`src/core/fic_pkg.sv`:
```
// Shared constants and types for the faceplate indicator control block.
package fic_pkg;

	localparam int unsigned CLK_MHZ        = 200;
	localparam int unsigned BLINK_HALF_MS  = 250;
	localparam int unsigned BLINK_HALF_CYC = BLINK_HALF_MS * CLK_MHZ * 1000;

	localparam int unsigned SUPPLY_CNT  = 2;
	localparam int unsigned FLAG_W      = 4;
	localparam int unsigned FLAG_ELO    = 0;
	localparam int unsigned FLAG_LO     = 1;
	localparam int unsigned FLAG_HI     = 2;
	localparam int unsigned FLAG_EHI    = 3;
	localparam int unsigned SYNC_W      = SUPPLY_CNT * FLAG_W + 1;
	localparam int unsigned SYNC_BTN    = SYNC_W - 1;

	localparam logic LAMP_ON  = 1'b1;
	localparam logic LAMP_OFF = 1'b0;

	typedef enum logic {
		FIC_ACO_IDLE,
		FIC_ACO_CUTOFF
	} fic_aco_state_t;

endpackage

```
`src/core/fic_supply_if.sv`:
```
// Interface carrying one supply input's comparator flags and lamp colour.
`timescale 1ns/1ps
`default_nettype none
interface fic_supply_if;
	logic [fic_pkg::FLAG_W-1:0] flags;
	logic                       intl;
	logic                       green;
	logic                       red;

	modport decoder (
		input  flags,
		input  intl,
		output green,
		output red
	);

	modport owner (
		output flags,
		output intl,
		input  green,
		input  red
	);
endinterface
`default_nettype wire

```
`src/core/fic_supply_decode.sv`:
```
// Supply lamp colour decoder for one supply input.
`timescale 1ns/1ps
`default_nettype none
module fic_supply_decode (
	fic_supply_if.decoder sup
);
	logic extreme;
	logic band;

	// Amber shows as green and red together on a bicolour lamp.
	always_comb begin
		extreme = sup.flags[fic_pkg::FLAG_EHI] | sup.flags[fic_pkg::FLAG_ELO];
		band    = sup.flags[fic_pkg::FLAG_HI] | sup.flags[fic_pkg::FLAG_LO];
		if (extreme) begin
			sup.green = fic_pkg::LAMP_OFF;
			sup.red   = fic_pkg::LAMP_ON;
		end else if (sup.intl) begin
			sup.green = fic_pkg::LAMP_ON;
			sup.red   = fic_pkg::LAMP_OFF;
		end else if (band) begin
			sup.green = fic_pkg::LAMP_ON;
			sup.red   = fic_pkg::LAMP_ON;
		end else begin
			sup.green = fic_pkg::LAMP_ON;
			sup.red   = fic_pkg::LAMP_OFF;
		end
	end
endmodule
`default_nettype wire

```
`src/core/fic_faceplate.sv`:
```
// Faceplate indicator control: card, network and supply lamps with cutoff.
// Notes on behaviour
// Fault lamp lit throughout card reset.
// Fault lamp flashes while booting or writing.
// Role lamp green if active, amber if standby.
// Card lamps blink during active database writes.
// Top severity lamp on with critical alarm.
// Second severity lamp on with major alarm.
// Third severity lamp on with minor alarm.
// Far-site lamp red on any remote alarm.
// Timing lamp green only when externally locked.
// Button press lights silence lamp, opens contact.
// New alarm cancels an active cutoff.
// Cleared alarm returns cutoff to idle.
// Supply lamp green between low and high.
// Supply lamp amber in the outer bands.
// Supply lamp red beyond the extreme thresholds.
// International shelf: green inside extremes, else red.
// Lamp colour decoded from four comparator flags.
// One shared divider drives every blink pattern.
`timescale 1ns/1ps
`default_nettype none
module fic_faceplate #(
	parameter int unsigned BLINK_HALF_CYC = fic_pkg::BLINK_HALF_CYC
) (
	input  wire logic                        clk_sys,
	input  wire logic                        nrst,
	input  wire logic                        card_booting,
	input  wire logic                        db_writing,
	input  wire logic                        card_active,
	input  wire logic                        alarm_top_severity_lamp,
	input  wire logic                        alarm_maj,
	input  wire logic                        alarm_min,
	input  wire logic                        alarm_remote,
	input  wire logic                        alarm_new,
	input  wire logic                        timing_locked,
	input  wire logic                        intl_shelf,
	input  wire logic                        silence_button,
	input  wire logic [fic_pkg::FLAG_W-1:0]  supply_one_flags,
	input  wire logic [fic_pkg::FLAG_W-1:0]  supply_two_flags,
	output logic                             card_fault_lamp,
	output logic                             role_lamp_green,
	output logic                             role_lamp_amber,
	output logic                             top_severity_lamp,
	output logic                             second_severity_lamp,
	output logic                             third_severity_lamp,
	output logic                             far_site_alarm_lamp,
	output logic                             timing_lock_lamp,
	output logic                             alarm_silence_lamp,
	output logic                             audible_alarm_closed,
	output logic                             supply_one_lamp_green,
	output logic                             supply_one_lamp_red,
	output logic                             supply_two_lamp_green,
	output logic                             supply_two_lamp_red
);

	// Pins from the faceplate and the analog monitor cross into clk_sys.
	logic [fic_pkg::SYNC_W-1:0] sync1_r;
	logic [fic_pkg::SYNC_W-1:0] sync2_r;
	logic                       btn_prev_r;
	logic                       btn_prev_nxt;
	logic                       btn_rise;

	always_ff @(posedge clk_sys or negedge nrst) begin
		if (!nrst) begin
			sync1_r    <= '0;
			sync2_r    <= '0;
			btn_prev_r <= 1'b0;
		end else begin
			sync1_r    <= {silence_button, supply_two_flags, supply_one_flags};
			sync2_r    <= sync1_r;
			btn_prev_r <= btn_prev_nxt;
		end
	end

	always_comb begin
		btn_prev_nxt = sync2_r[fic_pkg::SYNC_BTN];
		btn_rise     = sync2_r[fic_pkg::SYNC_BTN] & ~btn_prev_r;
	end

	// Shared blink divider; one phase keeps all flashing lamps in step.
	logic [31:0] blink_cnt_r;
	logic [31:0] blink_cnt_nxt;
	logic        blink_r;
	logic        blink_nxt;

	always_comb begin
		blink_cnt_nxt = blink_cnt_r + 32'h0000_0001;
		blink_nxt     = blink_r;
		if (blink_cnt_r >= BLINK_HALF_CYC - 1) begin
			blink_cnt_nxt = '0;
			blink_nxt     = ~blink_r;
		end
	end

	always_ff @(posedge clk_sys or negedge nrst) begin
		if (!nrst) begin
			blink_cnt_r <= '0;
			blink_r     <= 1'b0;
		end else begin
			blink_cnt_r <= blink_cnt_nxt;
			blink_r     <= blink_nxt;
		end
	end

	// Alarm cutoff. A new alarm beats a press in the same cycle, so
	// a fresh alarm is never silenced by a press that raced it.
	fic_pkg::fic_aco_state_t aco_r;
	fic_pkg::fic_aco_state_t aco_nxt;
	logic                    local_any;

	always_comb begin
		local_any = alarm_top_severity_lamp | alarm_maj | alarm_min;
		aco_nxt   = aco_r;
		case (aco_r)
			fic_pkg::FIC_ACO_IDLE: begin
				if (btn_rise && local_any && !alarm_new) begin
					aco_nxt = fic_pkg::FIC_ACO_CUTOFF;
				end
			end
			fic_pkg::FIC_ACO_CUTOFF: begin
				if (alarm_new) begin
					aco_nxt = fic_pkg::FIC_ACO_IDLE;
				end else if (!local_any) begin
					aco_nxt = fic_pkg::FIC_ACO_IDLE;
				end
			end
			default: begin
				aco_nxt = fic_pkg::FIC_ACO_IDLE;
			end
		endcase
	end

	always_ff @(posedge clk_sys or negedge nrst) begin
		if (!nrst) begin
			aco_r <= fic_pkg::FIC_ACO_IDLE;
		end else begin
			aco_r <= aco_nxt;
		end
	end

	// Supply colour decoders, one per supply input.
	logic [fic_pkg::SUPPLY_CNT-1:0] sup_green;
	logic [fic_pkg::SUPPLY_CNT-1:0] sup_red;

	genvar gi;
	generate
		for (gi = 0; gi < fic_pkg::SUPPLY_CNT; gi++) begin : g_sup
			fic_supply_if sup ();
			assign sup.flags = sync2_r[gi*fic_pkg::FLAG_W +: fic_pkg::FLAG_W];
			assign sup.intl  = intl_shelf;
			assign sup_green[gi] = sup.green;
			assign sup_red[gi]   = sup.red;
			fic_supply_decode u_dec (
				.sup (sup)
			);
		end
	endgenerate

	// Lamp registers; every faceplate output comes straight from here.
	logic card_fault_nxt;
	logic role_green_nxt;
	logic role_amber_nxt;
	logic role_lit;
	logic flash_card;

	always_comb begin
		flash_card     = card_active & db_writing;
		card_fault_nxt = fic_pkg::LAMP_OFF;
		if (card_booting || db_writing || flash_card) begin
			card_fault_nxt = blink_r;
		end
		role_lit = flash_card ? blink_r : fic_pkg::LAMP_ON;
		role_green_nxt = card_active & role_lit;
		role_amber_nxt = ~card_active & role_lit;
	end

	always_ff @(posedge clk_sys or negedge nrst) begin
		if (!nrst) begin
			card_fault_lamp       <= fic_pkg::LAMP_ON;
			role_lamp_green       <= fic_pkg::LAMP_OFF;
			role_lamp_amber       <= fic_pkg::LAMP_OFF;
			top_severity_lamp     <= fic_pkg::LAMP_OFF;
			second_severity_lamp  <= fic_pkg::LAMP_OFF;
			third_severity_lamp   <= fic_pkg::LAMP_OFF;
			far_site_alarm_lamp   <= fic_pkg::LAMP_OFF;
			timing_lock_lamp      <= fic_pkg::LAMP_OFF;
			alarm_silence_lamp    <= fic_pkg::LAMP_OFF;
			audible_alarm_closed  <= fic_pkg::LAMP_OFF;
			supply_one_lamp_green <= fic_pkg::LAMP_OFF;
			supply_one_lamp_red   <= fic_pkg::LAMP_OFF;
			supply_two_lamp_green <= fic_pkg::LAMP_OFF;
			supply_two_lamp_red   <= fic_pkg::LAMP_OFF;
		end else begin
			card_fault_lamp       <= card_fault_nxt;
			role_lamp_green       <= role_green_nxt;
			role_lamp_amber       <= role_amber_nxt;
			top_severity_lamp     <= alarm_top_severity_lamp;
			second_severity_lamp  <= alarm_maj;
			third_severity_lamp   <= alarm_min;
			far_site_alarm_lamp   <= alarm_remote;
			timing_lock_lamp      <= timing_locked;
			alarm_silence_lamp    <= aco_nxt == fic_pkg::FIC_ACO_CUTOFF;
			audible_alarm_closed  <= local_any &&
				aco_nxt != fic_pkg::FIC_ACO_CUTOFF;
			supply_one_lamp_green <= sup_green[0];
			supply_one_lamp_red   <= sup_red[0];
			supply_two_lamp_green <= sup_green[1];
			supply_two_lamp_red   <= sup_red[1];
		end
	end

	logic [fic_pkg::FLAG_W-1:0] f1;
	logic [fic_pkg::FLAG_W-1:0] f2;
	assign f1 = sync2_r[fic_pkg::FLAG_W-1:0];
	assign f2 = sync2_r[fic_pkg::FLAG_W +: fic_pkg::FLAG_W];
endmodule
`default_nettype wire

```
`config.mk`:
```
export PLATFORM = sky130hd
export DESIGN_NAME = fic_faceplate
export DESIGN_NICKNAME = d
export VERILOG_FILES = /design/src/core/fic_pkg.sv /design/src/core/fic_supply_if.sv /design/src/core/fic_supply_decode.sv /design/src/core/fic_faceplate.sv
export SDC_FILE = /design/constraint.sdc
export NUM_CORES = 1
export LEC_CHECK = 0
export BUFFER_PORTS_ARGS = -buffer_cell sky130_fd_sc_hd__buf_2
export CORE_UTILIZATION = 40
export DETAILED_ROUTE_END_ITERATION = 8
export GPL_ROUTABILITY_DRIVEN = 1
export PLACE_DENSITY_LB_ADDON = 0.05
export SYNTH_ARGS = -nofsm -noshare
export SYNTH_HDL_FRONTEND = slang
export SYNTH_HIERARCHICAL = 1
export SYNTH_SLANG_ARGS = --single-unit
```
`constraint.sdc`:
```
create_clock -name clk_sys -period 5.9 [get_ports clk_sys]
set_input_delay 0.885 -clock clk_sys [delete_from_list [all_inputs] [get_ports clk_sys]]
set_output_delay 0.885 -clock clk_sys [all_outputs]
set_load 0.02 [all_outputs]
```
### Word level (Yosys, flattened, before mapping)

Index checks and enable logic that the tools add are counted.

| operators by class | value |
|---|---|
| order comparisons | 1 |
| reduce and logical (&&, ||, !) cells | 6 |
| bitwise logic cells | 15 |
| mux-type cells | 15 |
| add/sub/neg operators | 1 |

Operators with widths:

| cell | count |
|---|---|
| $add 32x1->32 const B | 1 |
| $ge 32x26->1 const B | 1 |
| $mux 32 | 1 |
| $mux 1 | 13 |
| $or 1x1->1 | 6 |
| $not 1->1 | 5 |
| $and 1x1->1 | 4 |
| $logic_and 1x1->1 | 3 |
| $logic_or 1x1->1 | 2 |
| $pmux 1 s2 | 1 |
| $logic_not 1->1 | 1 |

| storage, ports and cells | value |
|---|---|
| output and inout bits | 14 |
| word-level logic and storage cells | 57 |
| input port bits | 21 |
| flip-flop bits (word level) | 66 |

### Longest topological paths before layout

Gate-level depths: netlist (run 1).

| logic depth | value |
|---|---|
| word-level depth | 8 |
| mapped depth | 6 |

### Modules after synthesis

Netlist (run 1), hierarchy kept.

Modules (own cells, without submodules):

| module | cells each | sequential area each (µm²) | area an instance (µm²) | instances |
|---|---|---|---|---|
| fic_faceplate | 199 | 1652.8 | 2451.1 | 1 |
| fic_supply_decode | 3 | 0.0 | 23.8 | 2 |

### Worst setup path after synthesis (run 1)

Ideal clock, no wire load.

| path | value |
|---|---|
| kind | reg-to-reg |
| start | register blink_cnt_r[0] |
| end | register blink_cnt_r[10] |
| slack | 4.025 ns |
| clock period less this slack | 1.875 ns |
| arrival | 1.743 ns |
| path buffers | 1 |
| cell stages (with the launch flop) | 7 |
| cells stage by stage | dfrtp_1 > ha_1 > and4_1 > a311oi_1 > o311ai_4 > clkbuf_1 > nor2_1 |

| between the ends | value |
|---|---|
| word-level cells in the longest chain between the ends | 2 |
| elaborated cells between the ends (all ways) | 3 |
| classes of those cells | 1 x add/sub; 1 x order compare; 1 x mux |

RTL lines:

| item | RTL line | source |
|---|---|---|
| from (decl) | fic_faceplate.sv:82 | `logic [31:0] blink_cnt_r;` |
| from (signal assigned) | fic_faceplate.sv:101 | `blink_cnt_r <= blink_cnt_nxt;` |
| $add 32x1->32 or $ge 32x26->1 (tied branches) | fic_faceplate.sv:88, fic_faceplate.sv:90 |  |
| $mux 32 * | fic_faceplate.sv:90 | `if (blink_cnt_r >= BLINK_HALF_CYC - 1) begin` |
| via blink_cnt_nxt[10] | fic_faceplate.sv:83 | `logic [31:0] blink_cnt_nxt;` |

Mark *: on every way through the listed nets, which the timed path passes. The rest lies on a longest branch.
A chain may end at the register's enable or synchronous reset.

### Final worst setup path (run 1)

| path | value |
|---|---|
| start | register blink_cnt_r[0] |
| end | register blink_cnt_r[12] |

The elaborated chain is that of the path after synthesis.

==> results of run 1 <==
[layer usage]
metal,share of wire (%),global-route usage [%]
met5,0,0
met2,48,23.2
met3,4.5,6.18
met1,46,18.3
met4,1.4,6.96
[worst min-delay path by stage]
stage | start | endpoint | slack [ns]
2_1_floorplan | sync1_r[0] | sync2_r[0] | 0.33
3_3_place_gp | sync1_r[4] | sync2_r[4] | 0.33
3_5_place_dp | sync1_r[3] | sync2_r[3] | 0.33
4_1_cts | sync1_r[7] | sync2_r[7] | 0.35
5_1_grt | sync1_r[1] | sync2_r[1] | 0.36
6_report | sync1_r[7] | sync2_r[7] | 0.35
[state kept, by name (all words and copies together), names as in the netlist]
| signal | count |
|---|---|
| alarm_silence_lamp | 1 |
| audible_alarm_closed | 1 |
| blink_cnt_r | 32 |
| blink_r | 1 |
| btn_prev_r | 1 |
| card_fault_lamp | 1 |
| far_site_alarm_lamp | 1 |
| role_lamp_amber | 1 |
| role_lamp_green | 1 |
| second_severity_lamp | 1 |
| supply_one_lamp_green | 1 |
| supply_one_lamp_red | 1 |
| supply_two_lamp_green | 1 |
| supply_two_lamp_red | 1 |
| sync1_r | 9 |
| sync2_r | 9 |
| third_severity_lamp | 1 |
| timing_lock_lamp | 1 |
| top_severity_lamp | 1 |
[cells in the final DEF, fill, tap and decap left out, drive strengths merged, types with 7 or more instances in the layout]
master  instances
dfrtp          65
buf            35
nor2           25
a21oi          14
nand2          11
inv            11
or4            10
xnor2          10
clkbuf          9
nand3           9
or3             7
[final cells by class]
type                       instances  area, µm²
sequential                        66       1650
clock buffer                       9        124
tap                               75       93.8
timing repair buffer              35        178
multi-input combinational        129        806
fill                             561       2970
inverter                           9       33.8
clock inverter                     7        100
[per-stage QoR]
| step | worst slack, ns | util [%] | instance area, µm² |
|---|---|---|---|
| 2_1_floorplan | 4.02 | - | 2520 |
| 3_3_place_gp | 3.58 | 46.4 | 2760 |
| 3_5_place_dp | 3.44 | 46.4 | 2760 |
| 4_1_cts | 3.44 | 50.2 | 2990 |
| 5_1_grt | 3.29 | 50.2 | 2990 |
| 6_report | 3.49 | 50.2 | 2990 |
[critical path: stages, from the launching register on]
cell	delay, ns
sky130_fd_sc_hd__dfrtp_1	0.41
sky130_fd_sc_hd__ha_1	0.23
sky130_fd_sc_hd__and4_1	0.33
sky130_fd_sc_hd__a311oi_1	0.17
sky130_fd_sc_hd__o311ai_4	0.95
sky130_fd_sc_hd__nor2_1	0.16
[logic make-up (layout without fill, tap and decap cells)]
kind of cell               Yosys count  after routing  share of synthesized area (%)
other                                1              6                          0.150
DFF                                 66             66                           66.1
and+or+nand+nor                     79             79                           17.3
adders and majority gates            1              1                          0.501
AOI/OAI and AO/OA                   29             29                           8.61
xor gates and xnor gates            14             14                           4.91
buffers and inverters               15             60                           2.35
[report_power, final]
| part | switching, mW | total (mW) | internal [mW] |
|---|---|---|---|
| clock network | 0.184 | 0.425 | 0.242 |
| registers | 0.00585 | 0.479 | 0.474 |
| logic | 0.0322 | 0.0486 | 0.0164 |
| total | 0.222 | 0.953 | 0.731 |
==> results.toml, run 1 <==
[outcome]
run_status = "completed"

[clocking]
clk_latency_ns = 0.34
cts.root.buffer_cell = "sky130_fd_sc_hd__clkbuf_8"
tritoncts_num_sinks = 66
clk_transition_reported_paths_ns = 0.08
cts_buffers = 9
postCtsResizedCells = 0
postCtsSetupBuffers = 0
cts.htree.levels = 3
cts_tree = "built"
post_cts_hold_buffer_count = 0
clock_tree.buffer_depth = 2

[die]
rows = 28
pin_count = 35
dieWidth_um = 81.0
die_height_um = 81.0
initial_utilization_pct = 42.0
fp.coreArea_um2 = 5960
die_area_um2 = 6570

[timing]
report.final.slew_viol_count = 0
post-route-period-util_pct = 40.9
maxClockFrequency_mhz = 414
fin_worst_skew_ns = 0.00930
totalNegativeSetupSlack_ns = 0
setup_repair_after_global_routing_missed_its_margin = "no"
hold_viol_final = 0
maxSlewHeadroom_pct = 23.1
final_critical_path_time_including_i_o_delays_and_setup_ns = 2.41
setup_violating_endpoint_count_in_the_final_report = 0
worst_hold_slack_ns = 0.352
timing_worst_slew_pin_value_ns = 1.15

[place]
count_of_buffers_from_port_buffering = 34
dpl.cell_count = 314
finalWeightedCongestion = 0.702
hpwl_mm = 2.74

[logic_synthesis]
synth_area_per_cell_um2 = 12.2
synth.yosys.seq_area_share_pct = 66.1
synthArstFlopShare_pct = 100
synth_top_area_share_pct = 65.1
yosys-top-cells-count = "65 x sky130_fd_sc_hd__dfrtp_1, 23 x sky130_fd_sc_hd__nor2_1, 14 x sky130_fd_sc_hd__a21oi_1"
yosysTopAreaCell = "sky130_fd_sc_hd__dfrtp_1"
synth_most_common_cell = "sky130_fd_sc_hd__dfrtp_1"
synth_ff_type = "sky130_fd_sc_hd__dfrtp_1"
yosys-top-cells-area = "sky130_fd_sc_hd__dfrtp_1 65%, sky130_fd_sc_hd__xnor2_1 3.5%, sky130_fd_sc_hd__nor2_1 3.5%, sky130_fd_sc_hd__or4_1 3.0%, sky130_fd_sc_hd__a21oi_1 2.8%"
synth_enable_flop_cells = 0
yosys.cell_types.count = 30
netlist_area_before_placement_um2 = 2500
yosysWarnings = 6
synth_seq_cells = 66
syn_inst = 205

[setup_path]
crit_path_max_fanout = 27
reg2reg_setup_slack_ns = 3.49
worstPathRequired_ns = 6.07
rr_worst_depth = 5
critical_path_arrival_ns = 2.59
setup.worst_path.start = "blink_cnt_r[0]"
crit_path_end = "blink_cnt_r[12]"
worst_r2r_endpoint = "blink_cnt_r[12]"
r2r_start = "blink_cnt_r[0]"
start_kind = "flop"
crit_type = "flop to flop"
critPathCaptureType = "flop"

[power]
pwr_density_cell_nw_per_um2 = 319
vdd.ir_drop.worst_uv = 187
power.static_leakage_nw = 1.23
power_mw = 0.953

[routing]
dr.pass1.iters = 4
routedWlPerCell_um = 13.2
drtAntennaViolNets = 0
post-route-drc-count = 0
drt-total-wl_mm = 4.36
via_count = 1608
routed_via_density = 4.87
drt-initial-drc-count = 67

[worst_hold_path]
min_delay_path_depth = 0
worstHoldPathType = "flop to flop"

[finish]
antenna_cells_inserted = 0
layout-drive-gt1-share_pct = 23.9
final_cells = 330
final_nets = 272
area.growth.synth_to_final_pct = 19.6

[global_routing]
antenna_found_initial = 0
overflow = 0
grt_pass1_vias = 1517
grt_max_degree = 67
grt_first_pass_wirelength_mm = 7.01
grt_util_all_layers_pct = 15.0

[job]
maximum_capacitance_violations = 0
Note: power is estimated with default switching activity, not from simulation.
==> run 2: changes to the inputs <==
Settings changed: ABC_AREA set to 1.
Clock period 5.9 ns to 2.1 ns, I/O delays scaled along.
==> run 2 against run 1 <==
  * The run now ends with DRC left
  * Total power grew to 2.6 times the previous value
  * Global-route usage increased by 0.94 points
  * Die area increased by 7.7%
  * Highest routed layer unchanged
==> results.toml, run 2 <==
[die]
fp.coreArea_um2 = 6420
initial_utilization_pct = 42.0
rows = 29
die_area_um2 = 7070
pin_count = 35
die_height_um = 84.1
dieWidth_um = 84.1

[logic_synthesis]
synth_seq_cells = 66
synth_ff_type = "sky130_fd_sc_hd__dfrtp_1"
syn_inst = 294
yosysWarnings = 6
synth_area_per_cell_um2 = 9.17
yosys-top-cells-count = "68 x sky130_fd_sc_hd__nand2_1, 67 x sky130_fd_sc_hd__nor2_1, 65 x sky130_fd_sc_hd__dfrtp_1"
synthArstFlopShare_pct = 100
yosys-top-cells-area = "sky130_fd_sc_hd__dfrtp_1 60%, sky130_fd_sc_hd__nand2_1 9.5%, sky130_fd_sc_hd__nor2_1 9.3%, sky130_fd_sc_hd__inv_1 4.6%, sky130_fd_sc_hd__nand3_1 2.6%"
synth_most_common_cell = "sky130_fd_sc_hd__nand2_1"
netlist_area_before_placement_um2 = 2700
synth.yosys.seq_area_share_pct = 61.3
yosysTopAreaCell = "sky130_fd_sc_hd__dfrtp_1"
yosys.cell_types.count = 23
synth_top_area_share_pct = 60.3
synth_enable_flop_cells = 0

[setup_path]
critical_path_arrival_ns = 1.79
start_kind = "flop"
crit_path_max_fanout = 25
worstPathRequired_ns = 2.31
crit_type = "flop to flop"
critPathCaptureType = "flop"

[timing]
totalNegativeSetupSlack_ns = 0
maxClockFrequency_mhz = 636
maxSlewHeadroom_pct = 60.1
post-route-period-util_pct = 74.8
report.final.slew_viol_count = 0
timing_worst_slew_pin_value_ns = 0.599
setup_violating_endpoint_count_in_the_final_report = 0
fin_worst_skew_ns = 0.0101
hold_viol_final = 0
final_critical_path_time_including_i_o_delays_and_setup_ns = 1.57
setup_repair_after_global_routing_missed_its_margin = "no"

[power]
vdd.ir_drop.worst_uv = 440
pwr_density_cell_nw_per_um2 = 787
power.static_leakage_nw = 1.44
power_mw = 2.51

[finish]
layout-drive-gt1-share_pct = 19.1
multiInputGateArea_um2 = 916
area.growth.synth_to_final_pct = 18.4
antenna_cells_inserted = 0
top_regs = "blink_cnt_r: 32 flops, sync1_r: 9 flops, sync2_r: 9 flops"
layout_commonest_cell = "sky130_fd_sc_hd__nand2_1"
layout_common_cells = "68 x sky130_fd_sc_hd__nand2_1, 67 x sky130_fd_sc_hd__nor2_1, 65 x sky130_fd_sc_hd__dfrtp_1"
top_register = "blink_cnt_r"
final_nets = 367
design_area_um2 = 3190
ff_latch_area_um2 = 1650
largest_reg_flops = 32
filler_cell_count = 624

[routing]
routedWlPerCell_um = 11.4
routed-wl-met2_mm = 2.15
routed_via_density = 4.37
drtAntennaViolNets = 0
routed-wl-met3_um = 152
drt-initial-drc-count = 70
dr.pass1.iters = 6
drt-total-wl_mm = 4.88
via_count = 1866
post-route-drc-count = 4
topRoutingLayerUsed = "met4"
wirelength_met1_mm = 2.45

[global_routing]
grt_first_pass_wirelength_mm = 8.57
grt_util_all_layers_pct = 16.0
grt_pass1_vias = 1867
antenna_found_initial = 0
overflow = 0
grt_max_degree = 29

[outcome]
run_status = "complete, but fails checks"
violated_checks = "DRC"

[place]
count_of_buffers_from_port_buffering = 34
finalWeightedCongestion = 0.828
hpwl_mm = 3.53
dpl-instance-area_um2 = 2990

[clocking]
clk_latency_ns = 0.34
cts.root.buffer_cell = "sky130_fd_sc_hd__clkbuf_8"
postCtsSetupBuffers = 0
tritoncts_num_sinks = 66
cts_buffers = 9
clk_transition_reported_paths_ns = 0.07
clock_tree.buffer_depth = 2
cts.htree.levels = 3
cts_tree = "built"

[job]
maximum_capacitance_violations = 0

[worst_hold_path]
worstHoldPathType = "input port to flop"
## run 2: cell type report
cell class | count | share of cell area, %
well taps | 77 | 3.02
clock inverters | 4 | 1.61
inverters | 33 | 3.88
repair buffers | 37 | 6.50
clock buffers | 12 | 4.55
flip-flops and latches | 66 | 51.8
multi-input cells | 198 | 28.7
## run 2: power breakdown
part	total, mW	switching [mW]	internal, mW
registers	1.34	0.0139	1.32
clock network	1.05	0.472	0.582
logic	0.124	0.0812	0.0432
## run 2: kinds of logic after synthesis
kind of cell / after synthesis / synth area share [%]
AOI/OAI and AO/OA: 5 / 0.928
DFF: 66 / 61.3
adders and majority gates: 1 / 0.464
other: 1 / 0.139
buffers and inverters: 35 / 5.43
xor gates and xnor gates: 13 / 4.22
and+or+nand+nor: 173 / 27.5
## run 2: timing repair
action	4_1_cts	5_1_grt
resized for setup	0	0
hold buffers	1	0
hold endpoints to repair	15	0
## run 2: stage by stage
stage          setup slack, ns  std cells  hold slack [ns]  utilization [%]
6_report                 0.528        427           0.0815             49.7
3_5_place_dp             0.505        410            0.335             46.5
3_3_place_gp             0.576        410            0.332             46.5
2_1_floorplan            0.723        299           0.0194                -
5_1_grt                  0.345        427           0.0594             49.7
4_1_cts                  0.502        427           0.0620             49.7
## run 2: per-layer routing
| metal | vias to the layer above | track usage (%) |
|---|---|---|
| met5 | - | 0 |
| li1 | 986 | - |
| met4 | 0 | 8.93 |
| met3 | 12 | 3.76 |
| met2 | 30 | 24.1 |
| met1 | 838 | 21.3 |
## run 2: worst paths after layout
kind                                      from         endpoint  slack (ns)  depth (start not counted)
setup / recovery                blink_cnt_r[0]   blink_cnt_r[9]        0.53                          8
hold / removal             supply_two_flags[1]       sync1_r[5]        0.08                          1
setup reg to reg                blink_cnt_r[0]   blink_cnt_r[9]        0.53                          8
hold reg to reg                     sync1_r[2]       sync2_r[2]        0.35                          0
max in group asynchronous                 nrst  blink_cnt_r[11]        0.96                          3
min in group asynchronous                 nrst  blink_cnt_r[20]        0.52                          2
## run 2: worst max-delay path: stages, from the launching register on
cell and delay (ns):
sky130_fd_sc_hd__dfrtp_1 0.37, sky130_fd_sc_hd__ha_1 0.19, sky130_fd_sc_hd__nand2_2 0.10, sky130_fd_sc_hd__nor2_4 0.13, sky130_fd_sc_hd__nand3_1 0.08, sky130_fd_sc_hd__nand2_1 0.08
sky130_fd_sc_hd__nand3_2 0.13, sky130_fd_sc_hd__nand2_4 0.27, sky130_fd_sc_hd__nor2_1 0.09
